==> src/shared/cht_pkg.sv <==
// Summary of operation
// - each pixel period (one reference period, two when halving) splits into 48 edge positions; edges sit on them
// - clock-halving register at 0x30 divides the reference clock by two
// - clock output pin is the inverse of the reference clock input
// - reset-gate pulse has programmable rise, fall and whole-pulse polarity
// - horizontal clocks one/three programmable; two/four always their inverses
// - edge settings are 6-bit codes; 48 valid codes in four quadrants
// - upper two bits pick the quadrant, lower four bits hold 0 to 11
// - polarity bit zero leaves a clock uninverted, one inverts it
// - one 6-bit setting places the precharge and data sample strobes
// - 3-bit strength per driver in 0x35; code 0 turns the driver off
// - bits 5:0 of 0x37 pick the data launch position; data clock follows
// - bit 6 of 0x37 fixes the data clock to the inverted reference clock
// - bits 8:7 of 0x37 add 0, 4, 8 or 12 ns of output delay; default 8; code rounds up to 0, 1, 1 or 2 cycles (0, 8, 8, 16 ns)
// - 12-bit pixel and line counters; at most 4095 pixels and 4095 lines
// - master mode drives line/field sync; external sync resets counters
// - slave mode takes line/field sync as inputs and follows them
// - edge and strobe generation is the same in master and slave mode
package cht_pkg;
  localparam int EDGE_POS = 48;
  localparam int QUAD_SPAN = 12;
  localparam int CODE_W = 6;
  localparam int CNT_W = 12;
  localparam int DRV_W = 3;
  localparam int NUM_DRV = 5;
  localparam int NUM_PROG = 3;
  // serial word: 12 address bits then 24 data bits, lsb first
  localparam int SER_ADDR_W = 12;
  localparam int SER_DATA_W = 24;
  localparam int SER_BITS = SER_ADDR_W + SER_DATA_W;
  // register offsets
  localparam logic [11:0] REG_CLK_HALVE = 12'h030;
  localparam logic [11:0] REG_RG_EDGES = 12'h031;
  localparam logic [11:0] REG_H1_EDGES = 12'h032;
  localparam logic [11:0] REG_H3_EDGES = 12'h033;
  localparam logic [11:0] REG_SAMPLE_LOC = 12'h034;
  localparam logic [11:0] REG_DRV_CTRL = 12'h035;
  localparam logic [11:0] REG_SYNC_CFG = 12'h036;
  localparam logic [11:0] REG_OUT_PHASE = 12'h037;
  localparam logic [11:0] REG_FRAME_LEN = 12'h038;
  // edge register fields: rise [5:0], fall [11:6], polarity [12]
  localparam int F_RISE_LSB = 0;
  localparam int F_FALL_LSB = 6;
  localparam int F_POL_BIT = 12;
  // output phase fields
  localparam int F_PHASE_LSB = 0;
  localparam int F_PIXEL_DATA_CLOCK_OUT_FIXED_BIT = 6;
  localparam int F_DELAY_LSB = 7;
  // frame length fields: line length [11:0], field length [23:12]
  localparam int F_LINE_LSB = 0;
  localparam int F_FIELD_LSB = 12;
  // reset values
  localparam logic [12:0] RST_RG_EDGES = 13'h0200;
  localparam logic [12:0] RST_H1_EDGES = 13'h0800;
  localparam logic [12:0] RST_H3_EDGES = 13'h0800;
  localparam logic [5:0] RST_SAMPLE_LOC = 6'h10;
  localparam logic [14:0] RST_DRV_CTRL = 15'h7fff;
  localparam logic [8:0] RST_OUT_PHASE = 9'h100;
  localparam logic [11:0] RST_LINE_LEN = 12'hfff;
  localparam logic [11:0] RST_FIELD_LEN = 12'hfff;
  // output delay steps and their cycle counts at 125 MHz
  localparam int CLK_PERIOD_PS = 8000;
  localparam int DELAY_STEP_NS = 4;
  localparam int MAX_DELAY_NS = 12;
  localparam int MAX_DELAY_CYC =
    (MAX_DELAY_NS * 1000 + CLK_PERIOD_PS - 1) / CLK_PERIOD_PS;
endpackage

==> src/shared/cht_buf_if.sv <==
`timescale 1ns/1ps
`default_nettype none
// carries words into and out of the two-entry data buffer
interface cht_buf_if #(parameter int W = 10);
  logic in_valid;
  logic in_ready;
  logic [W-1:0] in_data;
  logic out_valid;
  logic out_ready;
  logic [W-1:0] out_data;
  modport core (output in_valid, in_data, out_ready,
                input in_ready, out_valid, out_data);
  modport buffer (input in_valid, in_data, out_ready,
                  output in_ready, out_valid, out_data);
endinterface
`default_nettype wire

==> src/logic/cht_timing_core.sv <==
`timescale 1ns/1ps
`default_nettype none
module cht_timing_core
  import cht_pkg::*;
#(
  parameter int DATA_W = 10
) (
  input wire logic clk_in,
  input wire logic sys_rst_in,
  input wire logic ref_clock_in,
  output logic inverted_clock_out,
  input wire logic serial_load_in,
  input wire logic serial_data_in,
  input wire logic serial_clock_in,
  output logic reset_gate_pulse_out,
  output logic horiz_clock_one_out,
  output logic horiz_clock_two_out,
  output logic horiz_clock_three_out,
  output logic horiz_clock_four_out,
  output logic [NUM_DRV*DRV_W-1:0] driver_current_ctrl_out,
  output logic [NUM_DRV-1:0] driver_oe_n_out,
  output logic precharge_sample_strobe_out,
  output logic data_sample_strobe_out,
  input wire logic ext_sync_in,
  input wire logic line_sync_in,
  output logic line_sync_out,
  output logic line_sync_oe_n_out,
  input wire logic field_sync_in,
  output logic field_sync_out,
  output logic field_sync_oe_n_out,
  input wire logic [DATA_W-1:0] pixel_data_in,
  input wire logic pixel_data_valid_in,
  output logic pixel_data_ready_out,
  output logic [DATA_W-1:0] data_out,
  output logic data_valid_out,
  input wire logic data_ready_in,
  output logic pixel_data_clock_out,
  output logic [CNT_W-1:0] pixel_count_out,
  output logic [CNT_W-1:0] line_count_out
);
  // pin synchronisers: ref, load, data, sck, ext sync, line, field
  localparam int NSYNC = 7;
  logic [NSYNC-1:0] pin_meta;
  logic [NSYNC-1:0] pin_stab;
  logic [NSYNC-1:0] pin_prev;
  logic ref_s, sl_s, sdi_s, sck_s, sync_s, line_s, field_s;
  logic ref_rise, sl_rise, sl_fall, sck_rise;
  logic sync_fall, line_fall, field_fall;

  // registers
  logic ref_clock_halve_sel;
  logic [12:0] prog_edges [NUM_PROG];
  logic [5:0] sample_loc;
  logic [14:0] driver_current_ctrl;
  logic [8:0] output_phase_ctrl;
  logic slave_mode;
  logic [CNT_W-1:0] line_len;
  logic [CNT_W-1:0] field_len;

  // serial receiver
  logic [SER_BITS-1:0] ser_shift;
  logic [5:0] ser_cnt;
  logic ser_commit;
  logic [SER_ADDR_W-1:0] ser_addr;
  logic [SER_DATA_W-1:0] ser_data;

  // timing core
  logic half_tog;
  logic pixel_start;
  logic [5:0] phase;
  logic [NUM_PROG-1:0] wave_lvl;
  logic [NUM_PROG-1:0] next_wave_lvl;
  logic [6:0] samp_dec;
  logic [5:0] shd_pos;
  logic [6:0] out_dec;
  logic [5:0] out_dist;
  logic [MAX_DELAY_CYC:0] launch_pipe;
  logic launch_tap;
  logic [CNT_W-1:0] hcount;
  logic [CNT_W-1:0] vcount;

  cht_buf_if #(.W(DATA_W)) dbuf ();

  // valid codes give {1, position}; reserved low nibbles 12..15 give no edge
  function automatic logic [6:0] decode_edge(input logic [5:0] code);
    logic [5:0] base;
    base = 6'(code[5:4] * 6'd12);
    if (code[3:0] < 4'(QUAD_SPAN))
      decode_edge = {1'b1, 6'(base + {2'b00, code[3:0]})};
    else
      decode_edge = 7'h00;
  endfunction

  // two flip-flops before anything reads a pin
  always_ff @(posedge clk_in)
  begin
    if (sys_rst_in)
    begin
      pin_meta <= '0;
      pin_stab <= '0;
      pin_prev <= '0;
    end
    else
    begin
      pin_meta <= {field_sync_in, line_sync_in, ext_sync_in, serial_clock_in,
                   serial_data_in, serial_load_in, ref_clock_in};
      pin_stab <= pin_meta;
      pin_prev <= pin_stab;
    end
  end
  assign {field_s, line_s, sync_s, sck_s, sdi_s, sl_s, ref_s} = pin_stab;
  assign ref_rise = ref_s && !pin_prev[0];
  assign sl_fall = !sl_s && pin_prev[1];
  assign sl_rise = sl_s && !pin_prev[1];
  assign sck_rise = sck_s && !pin_prev[3];
  assign sync_fall = !sync_s && pin_prev[4];
  assign line_fall = !line_s && pin_prev[5];
  assign field_fall = !field_s && pin_prev[6];

  // serial shift: load low frames a word, bits enter lsb first on sck rise
  always_ff @(posedge clk_in)
  begin
    if (sys_rst_in || sl_fall)
    begin
      ser_shift <= '0;
      ser_cnt <= '0;
    end
    else if (!sl_s && sck_rise)
    begin
      ser_shift <= {sdi_s, ser_shift[SER_BITS-1:1]};
      if (ser_cnt != 6'(SER_BITS))
        ser_cnt <= 6'(ser_cnt + 1'b1);
    end
  end
  // a short word is dropped rather than written half-formed
  assign ser_commit = sl_rise && (ser_cnt == 6'(SER_BITS));
  assign ser_addr = ser_shift[SER_ADDR_W-1:0];
  assign ser_data = ser_shift[SER_BITS-1:SER_ADDR_W];

  // register writes
  always_ff @(posedge clk_in)
  begin
    if (sys_rst_in)
    begin
      ref_clock_halve_sel <= 1'b0;
      prog_edges[0] <= RST_RG_EDGES;
      prog_edges[1] <= RST_H1_EDGES;
      prog_edges[2] <= RST_H3_EDGES;
      sample_loc <= RST_SAMPLE_LOC;
      driver_current_ctrl <= RST_DRV_CTRL;
      output_phase_ctrl <= RST_OUT_PHASE;
      slave_mode <= 1'b0;
      line_len <= RST_LINE_LEN;
      field_len <= RST_FIELD_LEN;
    end
    else if (ser_commit)
    begin
      case (ser_addr)
        REG_CLK_HALVE: ref_clock_halve_sel <= ser_data[0];
        REG_RG_EDGES: prog_edges[0] <= ser_data[12:0];
        REG_H1_EDGES: prog_edges[1] <= ser_data[12:0];
        REG_H3_EDGES: prog_edges[2] <= ser_data[12:0];
        REG_SAMPLE_LOC: sample_loc <= ser_data[5:0];
        REG_DRV_CTRL: driver_current_ctrl <= ser_data[14:0];
        REG_SYNC_CFG: slave_mode <= ser_data[0];
        REG_OUT_PHASE: output_phase_ctrl <= ser_data[8:0];
        REG_FRAME_LEN:
        begin
          line_len <= ser_data[F_LINE_LSB +: CNT_W];
          field_len <= ser_data[F_FIELD_LSB +: CNT_W];
        end
        default: ;
      endcase
    end
  end

  // pixel start: every ref rise, or every other one when halving
  assign pixel_start = ref_rise && (!ref_clock_halve_sel || !half_tog);
  always_ff @(posedge clk_in)
  begin
    if (sys_rst_in)
      half_tog <= 1'b0;
    else if (ref_rise)
      half_tog <= ref_clock_halve_sel ? !half_tog : 1'b0;
  end

  // edge position counter, realigned at each pixel start
  always_ff @(posedge clk_in)
  begin
    if (sys_rst_in || pixel_start)
      phase <= '0;
    else if (phase == 6'(EDGE_POS - 1))
      phase <= '0;
    else
      phase <= 6'(phase + 1'b1);
  end

  // rg, h1, h3: set at rise position, clear at fall; same in both modes
  for (genvar g = 0; g < NUM_PROG; g++)
  begin : g_wave
    logic [6:0] rise_dec;
    logic [6:0] fall_dec;
    assign rise_dec = decode_edge(prog_edges[g][F_RISE_LSB +: CODE_W]);
    assign fall_dec = decode_edge(prog_edges[g][F_FALL_LSB +: CODE_W]);
    always_comb
    begin
      next_wave_lvl[g] = wave_lvl[g];
      if (rise_dec[6] && rise_dec[5:0] == phase)
        next_wave_lvl[g] = 1'b1;
      else if (fall_dec[6] && fall_dec[5:0] == phase)
        next_wave_lvl[g] = 1'b0;
    end
    always_ff @(posedge clk_in)
    begin
      if (sys_rst_in)
        wave_lvl[g] <= 1'b0;
      else
        wave_lvl[g] <= next_wave_lvl[g];
    end
  end

  // polarity applied last; two and four are inverses of one and three
  always_ff @(posedge clk_in)
  begin
    if (sys_rst_in)
    begin
      reset_gate_pulse_out <= 1'b0;
      horiz_clock_one_out <= 1'b0;
      horiz_clock_two_out <= 1'b1;
      horiz_clock_three_out <= 1'b0;
      horiz_clock_four_out <= 1'b1;
    end
    else
    begin
      reset_gate_pulse_out <= next_wave_lvl[0] ^ prog_edges[0][F_POL_BIT];
      horiz_clock_one_out <= next_wave_lvl[1] ^ prog_edges[1][F_POL_BIT];
      horiz_clock_two_out <= !(next_wave_lvl[1] ^ prog_edges[1][F_POL_BIT]);
      horiz_clock_three_out <= next_wave_lvl[2] ^ prog_edges[2][F_POL_BIT];
      horiz_clock_four_out <= !(next_wave_lvl[2] ^ prog_edges[2][F_POL_BIT]);
    end
  end

  // sample strobes: precharge at the setting, data half a pixel later
  assign samp_dec = decode_edge(sample_loc);
  assign shd_pos = (samp_dec[5:0] >= 6'(EDGE_POS / 2)) ?
                   6'(samp_dec[5:0] - 6'(EDGE_POS / 2)) :
                   6'(samp_dec[5:0] + 6'(EDGE_POS / 2));
  always_ff @(posedge clk_in)
  begin
    if (sys_rst_in)
    begin
      precharge_sample_strobe_out <= 1'b0;
      data_sample_strobe_out <= 1'b0;
    end
    else
    begin
      precharge_sample_strobe_out <= samp_dec[6] && samp_dec[5:0] == phase;
      data_sample_strobe_out <= samp_dec[6] && shd_pos == phase;
    end
  end

  // driver strength codes go to the pads; code 0 floats the driver
  for (genvar d = 0; d < NUM_DRV; d++)
  begin : g_drv
    always_ff @(posedge clk_in)
    begin
      if (sys_rst_in)
        driver_oe_n_out[d] <= 1'b0;
      else
        driver_oe_n_out[d] <= (driver_current_ctrl[d*DRV_W +: DRV_W] == '0);
    end
  end
  always_ff @(posedge clk_in)
  begin
    if (sys_rst_in)
      driver_current_ctrl_out <= RST_DRV_CTRL;
    else
      driver_current_ctrl_out <= driver_current_ctrl;
  end

  // crystal driver output
  always_ff @(posedge clk_in)
  begin
    if (sys_rst_in)
      inverted_clock_out <= 1'b1;
    else
      inverted_clock_out <= !ref_s;
  end

  // pixel and line counters; sync inputs override the free-running wrap
  always_ff @(posedge clk_in)
  begin
    if (sys_rst_in)
    begin
      hcount <= '0;
      vcount <= '0;
    end
    else if (!slave_mode && sync_fall)
    begin
      hcount <= '0;
      vcount <= '0;
    end
    else if (slave_mode && (line_fall || field_fall))
    begin
      hcount <= '0;
      if (field_fall)
        vcount <= '0;
      else if (vcount != CNT_W'(4095))
        vcount <= CNT_W'(vcount + 1'b1);
    end
    else if (pixel_start)
    begin
      if (hcount >= CNT_W'(line_len - 1'b1) && !slave_mode)
      begin
        hcount <= '0;
        vcount <= (vcount >= CNT_W'(field_len - 1'b1)) ? '0 : CNT_W'(vcount + 1'b1);
      end
      else if (hcount != CNT_W'(4095))
        hcount <= CNT_W'(hcount + 1'b1);
    end
  end

  // sync pins: driven low at count zero in master, released in slave
  always_ff @(posedge clk_in)
  begin
    if (sys_rst_in)
    begin
      line_sync_out <= 1'b1;
      field_sync_out <= 1'b1;
      line_sync_oe_n_out <= 1'b0;
      field_sync_oe_n_out <= 1'b0;
      pixel_count_out <= '0;
      line_count_out <= '0;
    end
    else
    begin
      line_sync_out <= !(hcount == '0);
      field_sync_out <= !(vcount == '0);
      line_sync_oe_n_out <= slave_mode;
      field_sync_oe_n_out <= slave_mode;
      pixel_count_out <= hcount;
      line_count_out <= vcount;
    end
  end

  // data path: two-entry buffer absorbs a receiver stall
  assign dbuf.in_valid = pixel_data_valid_in;
  assign dbuf.in_data = pixel_data_in;
  assign pixel_data_ready_out = dbuf.in_ready;

  cht_data_buf #(.W(DATA_W), .DEPTH(2)) u_buf (
    .clk_in(clk_in),
    .sys_rst_in(sys_rst_in),
    .bus(dbuf)
  );

  // launch position, then 0 to 2 cycles of added output delay
  assign out_dec = decode_edge(output_phase_ctrl[F_PHASE_LSB +: CODE_W]);
  always_ff @(posedge clk_in)
  begin
    if (sys_rst_in)
      launch_pipe <= '0;
    else
      launch_pipe <= {launch_pipe[MAX_DELAY_CYC-1:0],
                      out_dec[6] && out_dec[5:0] == phase};
  end
  always_comb
  begin
    case (output_phase_ctrl[F_DELAY_LSB +: 2])
      2'd0: launch_tap = launch_pipe[0];
      2'd1: launch_tap = launch_pipe[(DELAY_STEP_NS*1000 + CLK_PERIOD_PS - 1)
                                     / CLK_PERIOD_PS];
      2'd2: launch_tap = launch_pipe[(2*DELAY_STEP_NS*1000 + CLK_PERIOD_PS - 1)
                                     / CLK_PERIOD_PS];
      default: launch_tap = launch_pipe[MAX_DELAY_CYC];
    endcase
  end
  assign dbuf.out_ready = launch_tap && data_ready_in;

  // output word register; a stalled receiver leaves the word in the buffer
  always_ff @(posedge clk_in)
  begin
    if (sys_rst_in)
    begin
      data_out <= '0;
      data_valid_out <= 1'b0;
    end
    else
    begin
      data_valid_out <= dbuf.out_valid && dbuf.out_ready;
      if (dbuf.out_valid && dbuf.out_ready)
        data_out <= dbuf.out_data;
    end
  end

  // data clock: high for half a pixel from launch, or fixed to the crystal phase
  assign out_dist = (phase >= out_dec[5:0]) ? 6'(phase - out_dec[5:0]) :
                    6'(phase + 6'(EDGE_POS) - out_dec[5:0]);
  always_ff @(posedge clk_in)
  begin
    if (sys_rst_in)
      pixel_data_clock_out <= 1'b0;
    else if (output_phase_ctrl[F_PIXEL_DATA_CLOCK_OUT_FIXED_BIT])
      pixel_data_clock_out <= !ref_s;
    else if (out_dec[6])
      pixel_data_clock_out <= (out_dist < 6'(EDGE_POS / 2));
  end
endmodule
`default_nettype wire

==> src/logic/cht_data_buf.sv <==
`timescale 1ns/1ps
`default_nettype none
module cht_data_buf #(
  parameter int W = 10,
  parameter int DEPTH = 2
) (
  input wire logic clk_in,
  input wire logic sys_rst_in,
  cht_buf_if.buffer bus
);
  localparam int PW = $clog2(DEPTH);
  logic [W-1:0] mem [DEPTH];
  logic [PW-1:0] wr_ptr;
  logic [PW-1:0] rd_ptr;
  logic [PW:0] count;
  logic [W-1:0] rd_data;
  logic push;
  logic pop;

  // full and empty come straight from the occupancy count
  assign bus.in_ready = (count != DEPTH[PW:0]);
  assign bus.out_valid = (count != '0);
  assign bus.out_data = rd_data;
  assign push = bus.in_valid && bus.in_ready;
  assign pop = bus.out_valid && bus.out_ready;

  // storage, no reset needed on data
  always_ff @(posedge clk_in)
  begin
    if (push)
      mem[wr_ptr] <= bus.in_data;
  end

  // read data kept in a register, shows the word at the head
  always_ff @(posedge clk_in)
  begin
    if (push && (count == '0 || (pop && count == 1)))
      rd_data <= bus.in_data;
    else if (pop)
      rd_data <= mem[PW'(rd_ptr + 1'b1)];
  end

  // pointers and count
  always_ff @(posedge clk_in)
  begin
    if (sys_rst_in)
    begin
      wr_ptr <= '0;
      rd_ptr <= '0;
      count <= '0;
    end
    else
    begin
      if (push)
        wr_ptr <= PW'(wr_ptr + 1'b1);
      if (pop)
        rd_ptr <= PW'(rd_ptr + 1'b1);
      if (push && !pop)
        count <= (PW+1)'(count + 1'b1);
      else if (pop && !push)
        count <= (PW+1)'(count - 1'b1);
    end
  end
endmodule
`default_nettype wire

==> config.mk <==
export PLATFORM = sky130hd
export DESIGN_NAME = cht_timing_core
export DESIGN_NICKNAME = d
export VERILOG_FILES = /design/src/shared/cht_pkg.sv /design/src/shared/cht_buf_if.sv /design/src/logic/cht_timing_core.sv /design/src/logic/cht_data_buf.sv
export SDC_FILE = /design/constraint.sdc
export NUM_CORES = 1
export LEC_CHECK = 0
export ABC_AREA = 1
export BUFFER_PORTS_ARGS = -buffer_cell sky130_fd_sc_hd__buf_2
export CELL_PAD_IN_SITES_DETAIL_PLACEMENT = 2
export CELL_PAD_IN_SITES_GLOBAL_PLACEMENT = 2
export CORE_MARGIN = 4
export CORE_UTILIZATION = 40
export CTS_CLUSTER_SIZE = 24
export DETAILED_ROUTE_END_ITERATION = 16
export GPL_ROUTABILITY_DRIVEN = 0
export GPL_TIMING_DRIVEN = 0
export HOLD_SLACK_MARGIN = 0.1
export PLACE_DENSITY_LB_ADDON = 0.1
export SLEW_MARGIN = 0
export SYNTH_ARGS = -nofsm -noshare
export SYNTH_HDL_FRONTEND = slang
export SYNTH_HIERARCHICAL = 1
export SYNTH_SLANG_ARGS = --single-unit
==> constraint.sdc <==
create_clock -name clk_in -period 7.3 [get_ports clk_in]
set_input_delay 0.73 -clock clk_in [delete_from_list [all_inputs] [get_ports clk_in]]
set_output_delay 0.73 -clock clk_in [all_outputs]
set_load 0.01 [all_outputs]
==> impl_metrics.json <==
{
  "crit_chain": "nor2_1 -> nand2_1 -> nor2_1 -> nand2_1 -> nor3_1 -> nand2_1 -> nor3_1 -> xnor2_1 -> ha_1 -> nand2_1 -> nor2_1 -> nand2_1 -> nor2_1 -> nand2_1 -> nand2_1 -> nand3_1 -> a21oi_1 -> buf_2 -> nand2_1 -> a21oi_1",
  "pwr-share-seq_pct": 45.1,
  "outcome": "completed",
  "mostFrequentLayoutCell": "nand2_1",
  "skew_ps": 16.8,
  "postCtsSetupBuffers": 0,
  "path_clk_slew_ps": 60,
  "vias": 12216,
  "worstSetupPathType": "flop to flop",
  "syn_avg_cell_area_um2": 8.23,
  "syn2layout_area_growth_pct": 15.9,
  "die_height_um": 196,
  "netlist.area_leader.share_pct": 32.1,
  "dp_cells": 2257,
  "drive_gt1_share_pct": 12.1,
  "synth_top_cell_by_area": "dfxtp_1",
  "routed_wl_mm": 46.8,
  "cpPeakStageDelay_ps": 360,
  "syn_area_um2": 14100,
  "io_buffers": 89,
  "synth-simple-area-share_pct": 23.6,
  "ys_seq_area_share_pct": 46.9,
  "antenna_cells": 0,
  "r2r_cells": 20,
  "drt-vias-per-instance": 5.27,
  "cts_htree_levels": 2,
  "drc": 0,
  "synth_seq_cells": 295,
  "antenna_left": 0,
  "avgRoutedWirePerCell_um": 20.2,
  "syn_nets": 1826,
  "dr.pass1.iters": 5,
  "cts_sinks": 295,
  "crit_end": "vcount[6]",
  "worst_path_max_delay_cell": "dfxtp_1",
  "pwr-share-comb_pct": 7.9,
  "switchingPower_w": 0.000954,
  "cts_tree": "built",
  "vdd_ir_drop_max_mv": 0.223,
  "period_share_pct": 48.1,
  "synthMuxAreaShare_pct": 0,
  "cts-resized-gates": 0,
  "synth_area_leaders": "dfxtp_1, edfxtp_1, nand2_1",
  "power_w": 0.00391,
  "drv_slew": 0,
  "p_leak_nw": 7.28,
  "r2r_end": "vcount[6]",
  "clockPowerShare_pct": 47.0,
  "ys_types": 44,
  "register_area_um2": 6600,
  "grt_antenna_before_repair": 0,
  "synthAdderAreaFrac_pct": 8.94,
  "layout_common_cells": "nand2_1, dfxtp_1, inv_1, nor2_1, a21oi_1",
  "fin_cells": 2320,
  "start_util_pct": 40.7,
  "dr.first_iter.drc_count": 618,
  "fin_nets": 1954,
  "netSwitchingFraction_pct": 24.4,
  "critPathCaptureType": "flop",
  "grt_max_degree": 14,
  "clkLatencyLatePin_ps": 520,
  "grtUsageTotal_pct": 24.1,
  "tightest_slew_ps": 1090,
  "die_w_um": 196,
  "multi_input_area_um2": 6430,
  "ys_async_sr_fraction_pct": 0,
  "crit_start": "line_len[2]",
  "grt_pass1_wl_mm": 74.6,
  "maxSlewHeadroom_pct": 27.5,
  "tns_ps": 0,
  "grt_pass1_vias": 13668,
  "netlist_instances": 1711,
  "cp.arrival_ps": 3940,
  "r2r_start": "line_len[2]",
  "cts_hold_buf": 0,
  "cap_violations": 0,
  "rsz0062_at_grt": "false",
  "clock_path_buffers": 3,
  "core_area_um2": 34600,
  "synth-edff-count": 69,
  "fin_crit_ps": 3510,
  "finalHoldViolations": 0,
  "required_ps": 7730,
  "hp-class": "flop to flop",
  "row_count": 68,
  "synth_ff_type": "dfxtp_1",
  "powerDensity_nw_per_um2": 240,
  "synth_xor_area_share_pct": 4.11,
  "crit_top_cell": "nand2_1",
  "start_kind": "flop",
  "synth_top_family_by_area": "simple AND/OR/NAND/NOR gates",
  "cp_max_fo": 10,
  "io_pins": 90,
  "yosysWarnings": 6,
  "numCtsBuffers": 35,
  "cts-root-buf": "clkbuf_16",
  "internal-power_w": 0.00296,
  "finalSetupViolCount": 0,
  "reg2reg_setup_slack_ps": 3790,
  "die_area_um2": 38300,
  "dpl.hpwl_mm": 34.0,
  "synth-compound-area-share_pct": 9.02,
  "fill_cells": 3891,
  "fmax_mhz": 285,
  "grt-ovfl-total": 0
}
registers in the layout, summed over array words and instances, names as in the netlist, 5 cells and up:
register                 count
field_len                   12
vcount                      12
driver_current_ctrl_out     15
driver_oe_n_out              5
output_phase_ctrl            9
data_out                    10
driver_current_ctrl         15
pin_prev                     6
pixel_count_out             12
pin_meta                     7
pin_stab                     7
prog_edges                  39
hcount                      12
line_len                    12
u_buf/bus.out_data          10
ser_shift                   36
phase                        6
u_buf/mem                   20
sample_loc                   6
ser_cnt                      6
line_count_out              12
power by group through the flow:
| stage | clock network [W] | logic, W | registers (W) |
|---|---|---|---|
| after floorplan | 0 | 0.000195 | 0.00179 |
| after global routing | 0.00195 | 0.000348 | 0.00177 |
| after CTS | 0.00188 | 0.000312 | 0.00176 |
| final | 0.00184 | 0.000308 | 0.00176 |
| after global placement | 0 | 0.000285 | 0.00179 |
| after detailed placement | 0 | 0.000306 | 0.00180 |
metal layers:
layer,part of all wire (%),wire (um),global-route usage (%),vias up
met3,3.2,1500,2.92,57
li1,-,-,-,5821
met1,45,20900,30.9,6155
met4,1.8,861,4.97,0
met2,50,23600,43.9,183
met5,0,0,0,-
metrics by stage:
| stage | utilization (%) | cell area [um2] | setup slack, ps | hold WS [ps] |
|---|---|---|---|---|
| floorplan | - | 14100 | 4520 | 388 |
| global placement | 43.6 | 15100 | 2810 | 393 |
| detailed placement | 43.7 | 15100 | 3280 | 405 |
| CTS | 47.1 | 16300 | 3740 | 400 |
| global route | 47.1 | 16300 | 3290 | 408 |
| finish | 47.1 | 16300 | 3790 | 408 |
kinds of logic after synthesis:
| kind of cell | count (synthesis) |
|---|---|
| AO/OA/AOI/OAI | 228 |
| XOR/XNOR | 66 |
| adder cells (fa/ha/maj) | 94 |
| buffers and inverters | 266 |
| flip-flops | 295 |
| AND/OR/NAND/NOR | 762 |
cells in the mapped netlist (3+ instances only):
master	count
xnor2_1	26
nor3_1	28
buf_1	3
o21ai_0	68
nor2_1	162
buf_4	3
a21oi_1	108
clkbuf_1	41
nor3_2	3
nor4_1	6
nand3b_1	8
o211ai_1	37
nor2_2	11
xor2_1	40
nand2_2	5
dfxtp_1	226
or2_2	26
nand3_1	102
buf_2	12
nand2_1	378
edfxtp_1	69
nand4_1	26
ha_1	83
buf_6	4
inv_2	6
fa_1	11
inv_1	196
final cells by class:
cell class                      instances  area share [%]
Buffer                                 64            1.82
Clock buffer                           44            6.02
Clock inverter                         19            1.35
Inverter                              202            4.65
Multi-Input combinational cell       1150            39.4
Sequential cell                       295            40.4
Tap cell                              455            3.49
Timing Repair Buffer                   91            2.84
critical path, delay by kind of cell (launching register included):
kind / cells / cell delay, ps
AND/OR/NAND/NOR: 15 / 1850
flip-flops: 1 / 360
XOR/XNOR: 1 / 110
AO/OA/AOI/OAI: 2 / 470
adder cells (fa/ha/maj): 1 / 310
buffers and inverters: 1 / 320
how the worst min path moves through the flow:
stage                            endpoint  depth (start not counted)  slack [ps]             start
final                         pin_stab[3]                          2         410       pin_meta[3]
after detailed placement      pin_stab[5]                          2         410       pin_meta[5]
after global routing      u_buf/mem[0][6]                          1         410  pixel_data_in[6]
after global placement        pin_stab[5]                          2         390       pin_meta[5]
after CTS                     pin_meta[3]                          3         400   serial_clock_in
after floorplan               pin_stab[0]                          2         390       pin_meta[0]
No activity file was read; power rests on OpenSTA's default activity.
